===== config.mk =====
export PLATFORM = sky130hd
export DESIGN_NAME = sel_core
export DESIGN_NICKNAME = d
export VERILOG_FILES = /design/src/verilog/sel_pkg.sv /design/src/verilog/sel_core.sv /design/src/verilog/sel_recovery_ctr.sv /design/src/verilog/sel_axil_slave.sv
export VERILOG_INCLUDE_DIRS = /design/src /design/src/verilog
export SDC_FILE = /design/constraint.sdc
export NUM_CORES = 1
export LEC_CHECK = 0
export BUFFER_PORTS_ARGS = -buffer_cell sky130_fd_sc_hd__buf_4
export CORE_MARGIN = 2
export CORE_UTILIZATION = 35
export DETAILED_ROUTE_END_ITERATION = 10
export GPL_ROUTABILITY_DRIVEN = 0
export PLACE_DENSITY_LB_ADDON = 0.2
export RECOVER_POWER = 25
export SLEW_MARGIN = 10
export SYNTH_ARGS = -nofsm -noshare
export SYNTH_HDL_FRONTEND = slang
export SYNTH_SLANG_ARGS = --single-unit

===== constraint.sdc =====
create_clock -name clk_sys -period 4.82 [get_ports clk_sys]
set_input_delay 0.241 -clock clk_sys [delete_from_list [all_inputs] [get_ports clk_sys]]
set_output_delay 0.241 -clock clk_sys [all_outputs]
set_load 0.1 [all_outputs]

===== src/verilog/sel_map.svh =====
// Register map, field positions, reset values and timing counts
`ifndef SEL_MAP_SVH
`define SEL_MAP_SVH
`define SEL_ADDR_CAUSE 16'hFE00
`define SEL_ADDR_STAT_A 16'hFE04
`define SEL_ADDR_STAT_B 16'hFE08
`define SEL_ADDR_CFG 16'hFE0C
`define SEL_CAUSE_POR 7
`define SEL_CAUSE_WDOG 6
`define SEL_CAUSE_BAD_OP 5
`define SEL_CAUSE_BAD_ADDR 4
`define SEL_CAUSE_MONITOR 3
`define SEL_CAUSE_LOW_V 1
`define SEL_CAUSE_RESET 8'h80
`define SEL_CFG_RESET 3'h0
`define SEL_CFG_SHORT 0
`define SEL_CFG_OSC 1
`define SEL_CFG_WDOG_DIS 2
`define SEL_STAT_A_LO 2
`define SEL_STAT_B_LO 4
`define SEL_FIRST_B_PRI 6
`define SEL_LONG_REC 4096
`define SEL_SHORT_REC 32
`define SEL_REF_DIV 8
`define SEL_REC_W 13
`define SEL_NSRC 11
`define SEL_SWI_PRI 4'h0
`define SEL_RESP_OKAY 2'h0
`define SEL_RESP_SLVERR 2'h2
`endif


===== src/verilog/sel_pkg.sv =====
// Types shared by the exception and low-power control block
package sel_pkg;
    typedef struct packed {
        logic awvalid;
        logic [15:0] awaddr;
        logic wvalid;
        logic [31:0] wdata;
        logic [3:0] wstrb;
        logic bready;
        logic arvalid;
        logic [15:0] araddr;
        logic rready;
    } sel_axil_req_t;
    typedef struct packed {
        logic awready;
        logic wready;
        logic bvalid;
        logic [1:0] bresp;
        logic arready;
        logic rvalid;
        logic [31:0] rdata;
        logic [1:0] rresp;
    } sel_axil_rsp_t;
    typedef struct packed {
        logic por;
        logic watchdog;
        logic bad_opcode;
        logic bad_address;
        logic forced_monitor;
        logic low_voltage;
    } sel_rst_src_t;
    typedef struct packed {
        logic cpu_clk_en;
        logic periph_clk_en;
        logic clockgen_bus_out_en;
        logic clockgen_ref_clk_en;
    } sel_clk_ctl_t;
    typedef enum logic [2:0] {
        SEL_RUN = 3'b000,
        SEL_WAIT = 3'b001,
        SEL_STOP = 3'b010,
        SEL_RECOVER = 3'b011,
        SEL_TAKE = 3'b100
    } sel_state_t;
endpackage


===== src/verilog/sel_core.sv =====
// Exception priority, wait and halt sequencing, reset cause and status registers
//
// Added by the designer: the AXI4-Lite interface to the registers.
`include "sel_map.svh"
//
// What this block does
// - Software trap taken regardless of global mask
// - Trap stacks counter; hardware stacks counter minus one
// - Any reset beats every pending interrupt
// - Low-power instructions clear mask, stop CPU clock
// - Wait gates CPU clocks, peripheral clocks run
// - Enabled wait-live interrupt wakes, stacks next cycle
// - Reset ends wait; watchdog runs unless disabled
// - Halt keeps CPU and peripheral clocks off until recovery ends
// - Without oscillator option, halt kills clockgen outputs
// - Halt ends on halt-live interrupt or reset
// - Short recovery 32 ref cycles, else 4096
// - Stacking after halt waits for full recovery
// - Reset exit from halt always uses long recovery
// - Counter cleared in halt, then times recovery
// - Cause register records source of last reset
// - Reading cause register clears all bits
// - Power-on sets its bit, clears others
// - Global mask blocks all but software trap
// - Sources 1-9 own status flag, 10-11 none; priority 0 to 11
// - Status A flags 1-5 at bits 2-6
// - Unused flag positions always read zero
// - Take only unmasked enabled; highest priority first
module sel_core
    import sel_pkg::*;
#(
    parameter int NSRC = `SEL_NSRC,
    parameter int REF_DIV = `SEL_REF_DIV,
    parameter int LONG_REC = `SEL_LONG_REC,
    parameter int SHORT_REC = `SEL_SHORT_REC
) (
    input wire logic clk_sys,
    input wire logic rst_b,
    input sel_axil_req_t axi_req,
    output sel_axil_rsp_t axi_rsp,
    input wire logic instr_done,
    input wire logic swi_exec,
    input wire logic wait_exec,
    input wire logic stop_exec,
    input wire logic ccr_imask,
    input wire logic [NSRC:1] src_req,
    input wire logic [NSRC:1] src_en,
    input wire logic [NSRC:1] src_wait_live,
    input wire logic [NSRC:1] src_stop_live,
    input sel_rst_src_t rst_src,
    output sel_clk_ctl_t clk_ctl,
    output logic imask_clear,
    output logic irq_take,
    output logic [3:0] irq_pri,
    output logic stack_pc_minus1,
    output logic chip_reset,
    output logic watchdog_run
);
    localparam int DIV_W = $clog2(REF_DIV + 1);

    sel_state_t state_reg;
    sel_state_t state_next;
    logic [2:0] cfg_reg;
    logic [7:0] cause_reg;
    logic rec_long_reg;
    logic [DIV_W-1:0] div_reg;
    logic ref_tick;
    logic ref_run;
    logic rec_done;
    logic [`SEL_REC_W-1:0] rec_limit;
    logic wr_stb;
    logic [15:0] wr_addr;
    logic [31:0] wr_data;
    logic [3:0] wr_strb;
    logic wr_ok;
    logic rd_stb;
    logic [15:0] rd_addr;
    logic [31:0] rd_data;
    logic rd_ok;
    logic any_rst;
    logic [NSRC:1] armed;
    logic [4:0] pick_run;
    logic [4:0] wake_wait;
    logic [4:0] wake_stop;
    logic [7:0] stat_a;
    logic [7:0] stat_b;
    logic cause_rd;

    // Lowest number is highest priority; bit 4 flags a hit
    function automatic logic [4:0] sel_pick(input logic [NSRC:1] v);
        logic [4:0] r;
        r = 5'h00;
        for (int i = NSRC; i >= 1; i--) begin
            if (v[i]) begin
                r = {1'b1, 4'(i)};
            end
        end
        return r;
    endfunction

    // Address decode shared by read and write
    function automatic logic sel_hit(input logic [15:0] a, input logic [15:0] b);
        return a == b;
    endfunction

    sel_axil_slave u_bus (
        .clk_sys(clk_sys),
        .rst_b(rst_b),
        .axi_req(axi_req),
        .axi_rsp(axi_rsp),
        .wr_stb(wr_stb),
        .wr_addr(wr_addr),
        .wr_data(wr_data),
        .wr_strb(wr_strb),
        .wr_ok(wr_ok),
        .rd_stb(rd_stb),
        .rd_addr(rd_addr),
        .rd_data(rd_data),
        .rd_ok(rd_ok)
    );

    // Interrupt qualification and wake sources
    assign any_rst = |rst_src;
    assign armed = src_req & src_en;
    assign pick_run = sel_pick(armed);
    assign wake_wait = sel_pick(armed & src_wait_live);
    assign wake_stop = sel_pick(armed & src_stop_live);

    // Status views; unused positions tied low
    assign stat_a = {1'b0, src_req[5:1], 2'b00};
    assign stat_b = {src_req[9:`SEL_FIRST_B_PRI], 4'h0};

    // Read data mux; status registers are read only
    always_comb begin
        rd_ok = 1'b1;
        rd_data = 32'h00000000;
        if (sel_hit(rd_addr, `SEL_ADDR_CAUSE)) begin
            rd_data = {24'h000000, cause_reg};
        end else if (sel_hit(rd_addr, `SEL_ADDR_STAT_A)) begin
            rd_data = {24'h000000, stat_a};
        end else if (sel_hit(rd_addr, `SEL_ADDR_STAT_B)) begin
            rd_data = {24'h000000, stat_b};
        end else if (sel_hit(rd_addr, `SEL_ADDR_CFG)) begin
            rd_data = {29'h00000000, cfg_reg};
        end else begin
            rd_ok = 1'b0;
        end
    end

    // Writes to mapped addresses answer OKAY, even where ignored
    assign wr_ok = sel_hit(wr_addr, `SEL_ADDR_CAUSE) || sel_hit(wr_addr, `SEL_ADDR_STAT_A)
                || sel_hit(wr_addr, `SEL_ADDR_STAT_B) || sel_hit(wr_addr, `SEL_ADDR_CFG);
    assign cause_rd = rd_stb && sel_hit(rd_addr, `SEL_ADDR_CAUSE);

    // Configuration register, only writable location
    always_ff @(posedge clk_sys or negedge rst_b) begin
        if (!rst_b) begin
            cfg_reg <= `SEL_CFG_RESET;
        end else if (wr_stb && wr_strb[0] && sel_hit(wr_addr, `SEL_ADDR_CFG)) begin
            cfg_reg <= wr_data[2:0];
        end
    end

    // Reset cause bits; new cause wins over read clear
    always_ff @(posedge clk_sys or negedge rst_b) begin
        if (!rst_b) begin
            cause_reg <= `SEL_CAUSE_RESET;
        end else if (rst_src.por) begin
            cause_reg <= `SEL_CAUSE_RESET;
        end else begin
            cause_reg <= (cause_rd ? 8'h00 : cause_reg)
                | (8'(rst_src.watchdog) << `SEL_CAUSE_WDOG)
                | (8'(rst_src.bad_opcode) << `SEL_CAUSE_BAD_OP)
                | (8'(rst_src.bad_address) << `SEL_CAUSE_BAD_ADDR)
                | (8'(rst_src.forced_monitor) << `SEL_CAUSE_MONITOR)
                | (8'(rst_src.low_voltage) << `SEL_CAUSE_LOW_V);
        end
    end

    // Reference clock runs unless halted without oscillator option
    assign ref_run = !(state_reg == SEL_STOP && !cfg_reg[`SEL_CFG_OSC]);
    assign ref_tick = ref_run && (div_reg == DIV_W'(REF_DIV - 1));

    // Divider giving one tick per reference clock cycle
    always_ff @(posedge clk_sys or negedge rst_b) begin
        if (!rst_b) begin
            div_reg <= '0;
        end else if (!ref_run || ref_tick) begin
            div_reg <= '0;
        end else begin
            div_reg <= div_reg + DIV_W'(1);
        end
    end

    // Recovery length: reset exit or long setting gives full count
    assign rec_limit = rec_long_reg ? `SEL_REC_W'(LONG_REC) : `SEL_REC_W'(SHORT_REC);

    sel_recovery_ctr #(
        .W(`SEL_REC_W)
    ) u_rec (
        .clk_sys(clk_sys),
        .rst_b(rst_b),
        .hold(state_reg != SEL_RECOVER || any_rst),
        .tick(ref_tick),
        .limit(rec_limit),
        .done(rec_done)
    );

    // Mode sequencing
    always_comb begin
        state_next = state_reg;
        case (state_reg)
            SEL_RUN: begin
                if (!any_rst && instr_done && !swi_exec) begin
                    if (wait_exec) begin
                        state_next = SEL_WAIT;
                    end else if (stop_exec) begin
                        state_next = SEL_STOP;
                    end
                end
            end
            SEL_WAIT: begin
                if (any_rst) begin
                    state_next = SEL_RUN;
                end else if (wake_wait[4]) begin
                    state_next = SEL_TAKE;
                end
            end
            SEL_STOP: begin
                if (any_rst || wake_stop[4]) begin
                    state_next = SEL_RECOVER;
                end
            end
            SEL_RECOVER: begin
                if (rec_done && !any_rst) begin
                    state_next = rec_long_reg && !wake_stop[4] ? SEL_RUN : SEL_TAKE;
                end
            end
            SEL_TAKE: begin
                state_next = SEL_RUN;
            end
            default: begin
                state_next = SEL_RUN;
            end
        endcase
    end

    always_ff @(posedge clk_sys or negedge rst_b) begin
        if (!rst_b) begin
            state_reg <= SEL_RUN;
        end else begin
            state_reg <= state_next;
        end
    end

    // Recovery length choice latched on halt exit
    always_ff @(posedge clk_sys or negedge rst_b) begin
        if (!rst_b) begin
            rec_long_reg <= 1'b1;
        end else if (state_reg == SEL_STOP && state_next == SEL_RECOVER) begin
            rec_long_reg <= any_rst || !cfg_reg[`SEL_CFG_SHORT];
        end else if (state_reg == SEL_RECOVER && any_rst) begin
            rec_long_reg <= 1'b1;
        end
    end

    // Interrupt take with stacking type and priority
    always_ff @(posedge clk_sys or negedge rst_b) begin
        if (!rst_b) begin
            irq_take <= 1'b0;
            irq_pri <= `SEL_SWI_PRI;
            stack_pc_minus1 <= 1'b0;
        end else begin
            irq_take <= 1'b0;
            if (any_rst) begin
                irq_take <= 1'b0;
            end else if (state_reg == SEL_RUN && instr_done && swi_exec) begin
                irq_take <= 1'b1;
                irq_pri <= `SEL_SWI_PRI;
                stack_pc_minus1 <= 1'b0;
            end else if (state_reg == SEL_RUN && instr_done && !ccr_imask
                         && !wait_exec && !stop_exec && pick_run[4]) begin
                irq_take <= 1'b1;
                irq_pri <= pick_run[3:0];
                stack_pc_minus1 <= 1'b1;
            end else if (state_reg == SEL_TAKE && pick_run[4]) begin
                irq_take <= 1'b1;
                irq_pri <= pick_run[3:0];
                stack_pc_minus1 <= 1'b1;
            end
        end
    end

    // Mask clear pulse on low-power entry
    always_ff @(posedge clk_sys or negedge rst_b) begin
        if (!rst_b) begin
            imask_clear <= 1'b0;
        end else begin
            imask_clear <= state_reg == SEL_RUN
                && (state_next == SEL_WAIT || state_next == SEL_STOP);
        end
    end

    // Reset request forwarded, never arbitrated against interrupts
    always_ff @(posedge clk_sys or negedge rst_b) begin
        if (!rst_b) begin
            chip_reset <= 1'b0;
        end else begin
            chip_reset <= any_rst;
        end
    end

    // Clock gating from the coming mode
    always_ff @(posedge clk_sys or negedge rst_b) begin
        if (!rst_b) begin
            clk_ctl <= '{cpu_clk_en: 1'b1, periph_clk_en: 1'b1,
                         clockgen_bus_out_en: 1'b1, clockgen_ref_clk_en: 1'b1};
        end else begin
            case (state_next)
                SEL_WAIT: begin
                    clk_ctl <= '{cpu_clk_en: 1'b0, periph_clk_en: 1'b1,
                                 clockgen_bus_out_en: 1'b1, clockgen_ref_clk_en: 1'b1};
                end
                SEL_STOP: begin
                    clk_ctl <= '{cpu_clk_en: 1'b0, periph_clk_en: 1'b0,
                                 clockgen_bus_out_en: cfg_reg[`SEL_CFG_OSC],
                                 clockgen_ref_clk_en: cfg_reg[`SEL_CFG_OSC]};
                end
                SEL_RECOVER: begin
                    clk_ctl <= '{cpu_clk_en: 1'b0, periph_clk_en: 1'b0,
                                 clockgen_bus_out_en: 1'b1, clockgen_ref_clk_en: 1'b1};
                end
                default: begin
                    clk_ctl <= '{cpu_clk_en: 1'b1, periph_clk_en: 1'b1,
                                 clockgen_bus_out_en: 1'b1, clockgen_ref_clk_en: 1'b1};
                end
            endcase
        end
    end

    // Watchdog keeps running in wait unless disabled
    always_ff @(posedge clk_sys or negedge rst_b) begin
        if (!rst_b) begin
            watchdog_run <= 1'b1;
        end else begin
            watchdog_run <= !cfg_reg[`SEL_CFG_WDOG_DIS]
                && state_next != SEL_STOP && state_next != SEL_RECOVER;
        end
    end
endmodule


===== src/verilog/sel_recovery_ctr.sv =====
// Halt recovery counter clocked by reference clock ticks
module sel_recovery_ctr #(
    parameter int W = 13
) (
    input wire logic clk_sys,
    input wire logic rst_b,
    input wire logic hold,
    input wire logic tick,
    input wire logic [W-1:0] limit,
    output logic done
);
    logic [W-1:0] count_reg;

    // Cleared while held, then counts ticks up to the limit
    always_ff @(posedge clk_sys or negedge rst_b) begin
        if (!rst_b) begin
            count_reg <= '0;
            done <= 1'b0;
        end else if (hold) begin
            count_reg <= '0;
            done <= 1'b0;
        end else if (tick) begin
            count_reg <= count_reg + W'(1);
            done <= (count_reg == limit - W'(1));
        end else begin
            done <= 1'b0;
        end
    end
endmodule


===== src/verilog/sel_axil_slave.sv =====
// AXI4-Lite slave front end with single outstanding read and write
module sel_axil_slave
    import sel_pkg::*;
(
    input wire logic clk_sys,
    input wire logic rst_b,
    input sel_axil_req_t axi_req,
    output sel_axil_rsp_t axi_rsp,
    output logic wr_stb,
    output logic [15:0] wr_addr,
    output logic [31:0] wr_data,
    output logic [3:0] wr_strb,
    input wire logic wr_ok,
    output logic rd_stb,
    output logic [15:0] rd_addr,
    input wire logic [31:0] rd_data,
    input wire logic rd_ok
);
`include "sel_map.svh"
    logic awready_reg;
    logic wready_reg;
    logic bvalid_reg;
    logic [1:0] bresp_reg;
    logic arready_reg;
    logic rvalid_reg;
    logic [31:0] rdata_reg;
    logic [1:0] rresp_reg;

    // Write fires once address and data are both held
    assign wr_stb = !awready_reg && !wready_reg && !bvalid_reg;
    assign rd_stb = axi_req.arvalid && arready_reg;
    assign rd_addr = axi_req.araddr;

    // Write address and data capture, in either order
    always_ff @(posedge clk_sys or negedge rst_b) begin
        if (!rst_b) begin
            awready_reg <= 1'b1;
            wready_reg <= 1'b1;
            wr_addr <= 16'h0000;
            wr_data <= 32'h00000000;
            wr_strb <= 4'h0;
        end else if (wr_stb) begin
            awready_reg <= 1'b1;
            wready_reg <= 1'b1;
        end else begin
            if (axi_req.awvalid && awready_reg) begin
                awready_reg <= 1'b0;
                wr_addr <= axi_req.awaddr;
            end
            if (axi_req.wvalid && wready_reg) begin
                wready_reg <= 1'b0;
                wr_data <= axi_req.wdata;
                wr_strb <= axi_req.wstrb;
            end
        end
    end

    // Write response
    always_ff @(posedge clk_sys or negedge rst_b) begin
        if (!rst_b) begin
            bvalid_reg <= 1'b0;
            bresp_reg <= `SEL_RESP_OKAY;
        end else if (wr_stb) begin
            bvalid_reg <= 1'b1;
            bresp_reg <= wr_ok ? `SEL_RESP_OKAY : `SEL_RESP_SLVERR;
        end else if (axi_req.bready) begin
            bvalid_reg <= 1'b0;
        end
    end

    // Read channel, answer one cycle after the address
    always_ff @(posedge clk_sys or negedge rst_b) begin
        if (!rst_b) begin
            arready_reg <= 1'b1;
            rvalid_reg <= 1'b0;
            rdata_reg <= 32'h00000000;
            rresp_reg <= `SEL_RESP_OKAY;
        end else if (rd_stb) begin
            arready_reg <= 1'b0;
            rvalid_reg <= 1'b1;
            rdata_reg <= rd_ok ? rd_data : 32'h00000000;
            rresp_reg <= rd_ok ? `SEL_RESP_OKAY : `SEL_RESP_SLVERR;
        end else if (rvalid_reg && axi_req.rready) begin
            rvalid_reg <= 1'b0;
            arready_reg <= 1'b1;
        end
    end

    assign axi_rsp = '{awready: awready_reg, wready: wready_reg, bvalid: bvalid_reg,
                       bresp: bresp_reg, arready: arready_reg, rvalid: rvalid_reg,
                       rdata: rdata_reg, rresp: rresp_reg};
endmodule


==> flow_metrics.py <==
metrics = {
    "setup_path": {
        "critPathMaxStageDelay_ns": 0.78,
        "critPathKind": "flip-flop to flip-flop",
        "crit_start": "div_reg[0]$_DFF_PN0_",
        "reg2reg_depth": 6,
        "start_kind": "flip-flop",
        "r2r-end": "u_rec.count_reg[9]$_DFFE_PN0P_",
        "slowest_stage": "nor4_1",
        "cp_max_fo": 8,
        "crit_chain": "ha_1 > nand3b_1 > nor4_1 > nand3_1 > xor2_1 > nor2_1",
        "crit_path_end_kind": "flip-flop",
        "r2r-start": "div_reg[0]$_DFF_PN0_",
        "cp.required_ns": 5.02,
        "crit_arrival_ns": 2.34,
        "rrSetupSlack_ns": 2.67,
    },
    "grt": {
        "antenna_found_initial": 0,
        "grt_pass1_wl_um": 16500,
        "gr-total-overflow": 0,
        "grt_max_degree": 79,
        "grt_use_total_pct": 16.76,
        "grt_pass1_vias": 3238,
    },
    "sta": {
        "post-route-min-period_ns": 2.147,
        "finalHoldViolCount": 0,
        "rsz0062_at_grt": "no",
        "slew_headroom_pct": 33.85,
        "fin_skew_ns": 0.006277,
        "fmax_ghz": 0.4658,
        "finalSetupViolations": 0,
        "setup_slack_ns": 2.673,
        "post-route-period-util_pct": 44.54,
        "slew_violations": 0,
        "worst_pin_slew_ns": 0.9923,
        "setup-tns-final_ns": 0,
    },
    "logic_synthesis": {
        "netlist_instances": 385,
        "postSynthAreaPerCell_um2": 10.40,
        "async_flop_share_pct": 100.0,
        "synth_edf_count": 0,
        "yosysSeqAreaShare_pct": 49.03,
        "yosys_warnings": 0,
        "synthFlopType": "dfrtp_1",
        "synthesis.area_mm2": 0.004004,
        "ys_ff_latch": 78,
        "synth_cell_type_count": 60,
    },
    "clock_tree": {
        "ctsLongestPathBuffers": 2,
        "hold_buffers": 0,
        "cts_made_buffers": 9,
        "clock_latency_ns": 0.33,
        "cts_resized": 0,
        "cts_tree": "yes",
        "clock-sinks": 78,
        "cts_root_buffer": "clkbuf_16",
        "post-cts-setup-buffer-count": 0,
        "htree_levels": 3,
        "clkTransAtPathRegs_ns": 0.06,
    },
    "placement": {
        "io_buffer_count": 125,
        "pre_cts_ws_ns": 2.456,
        "dp_hpwl_um": 7556,
        "place_inst": 640,
    },
    "final_layout": {
        "fin_cells": 656,
        "multi_input_area_mm2": 0.001804,
        "diodes": 0,
        "drive_above_1_share_pct": 36.26,
        "post-route-util_pct": 46.65,
        "fillCellCount": 1085,
        "final_cell_mix": "125 x buf_4, 69 x dfrtp_1, 31 x nor2_1",
        "seq_area_mm2": 0.001963,
        "largest_register_ffs": 16,
        "final_common_cell": "buf_4",
        "area_delta_synth_final_pct": 31.34,
        "nets": 640,
    },
    "pwr": {
        "power_density_mw_per_mm2": 439.8,
        "p_leak_nw": 2.429,
        "clkPwrFrac_pct": 31.7,
        "irDropWorstVdd_mv": 0.2253,
        "p_comb_share_pct": 30.4,
        "switchingPower_mw": 0.8150,
        "switching_share_pct": 35.24,
        "intPower_mw": 1.498,
        "p_seq_share_pct": 37.8,
    },
    "run_status": {
        "status": "completed",
    },
    "min_path": {
        "hp-class": "input pin to flip-flop",
        "worstHoldEndpoint": "u_bus.wready_reg$_DFFE_PN1P_",
        "min-delay-start": "axi_req[55]",
        "hold_depth": 2,
    },
    "flow_run": {
        "maxCapViolCount": 0,
    },
    "route": {
        "via_per_inst": 5.008,
        "drtIter0Drc": 184,
        "drc": 0,
        "vias": 3285,
        "wirelength_um": 9941,
        "drt_pass1_iterations": 4,
        "ant_nets": 0,
        "wl_per_cell_um": 15.15,
    },
    "die": {
        "dieArea_mm2": 0.01231,
        "io_pins": 184,
        "die_h_um": 111.0,
        "initial_core_util_pct": 35.52,
        "core_area_mm2": 0.01127,
        "fp.dieW_um": 111.0,
        "std_cell_rows": 39,
    },
}
[metrics by stage]
stage	total power, mW	hold slack, ns	instance area [µm²]
2_1_floorplan	1.445	-0.05459	4098
3_3_place_gp	1.580	0.3979	4933
3_5_place_dp	1.597	0.4063	4933
4_1_cts	2.344	0.04389	5259
5_1_grt	2.442	0.06228	5259
6_report	2.313	0.06450	5259
[power by group through the flow]
stage	Combinational [mW]	Sequential, mW	Clock (mW)
2_1_floorplan	0.518	0.926	0
3_3_place_gp	0.701	0.880	0
3_5_place_dp	0.710	0.887	0
4_1_cts	0.713	0.876	0.755
5_1_grt	0.754	0.896	0.791
6_report	0.704	0.875	0.734
[cell families after synthesis]
group | after synthesis | share of synthesized area, %
simple gates | 148 | 20.56
buf+inv | 51 | 8.250
other cells | 1 | 0.09366
flops | 78 | 49.03
compound gates | 67 | 11.63
mux | 25 | 6.969
xor+xnor | 13 | 2.844
fa+ha+maj | 2 | 0.6249
[worst max-delay path by stage]
stage          depth (start not counted)                             end
2_1_floorplan                          6  u_rec.count_reg[7]$_DFFE_PN0P_
4_1_cts                                6  u_rec.count_reg[9]$_DFFE_PN0P_
5_1_grt                                6  u_rec.count_reg[9]$_DFFE_PN0P_
3_3_place_gp                           7          state_reg[2]$_DFF_PN0_
6_report                               6  u_rec.count_reg[9]$_DFFE_PN0P_
3_5_place_dp                           7          state_reg[2]$_DFF_PN0_
[routing by layer]
metal	GRT usage, %	routed length, µm
met5	0	0
met4	5.500	71
met3	5.194	694
met2	26.95	4850
met1	21.60	4324
[cell type report]
class                      count  area share (%)
clock buffer                  11           4.616
timing repair buffer         125           17.84
tap                          143           3.402
inverter                      13          0.9279
multi-input combinational    281           34.31
sequential                    78           37.33
clock inverter                 5           1.570
[cell usage after synthesis (all sizes together), types with 4 or more instances]
| master | instances | share of area (%) |
|---|---|---|
| xnor2 | 5 | 1.1 |
| nand4b | 4 | 0.87 |
| dfrtp | 69 | 43 |
| a31oi | 4 | 0.62 |
| a21oi | 12 | 1.5 |
| nor2 | 31 | 2.9 |
| nor3 | 9 | 1.4 |
| mux2 | 23 | 6.5 |
| o21ai | 17 | 2.2 |
| xor2 | 8 | 1.8 |
| nor4 | 7 | 1.6 |
| buf | 36 | 6.8 |
| nand3 | 28 | 3.5 |
| and3 | 5 | 0.78 |
| o31ai | 5 | 0.94 |
| inv | 13 | 1.2 |
| nand4 | 8 | 1.3 |
| nand2 | 30 | 2.9 |
| dfstp | 9 | 5.9 |
| a22oi | 4 | 0.75 |
| and2 | 6 | 0.94 |
[critical path, delay by kind of cell, from the launching register on]
family        cells  cell delay, ns
fa+ha+maj         1            0.22
flops             1            0.37
simple gates      4            1.24
xor+xnor          1            0.18
Note: power is estimated with default switching activity, not from simulation.
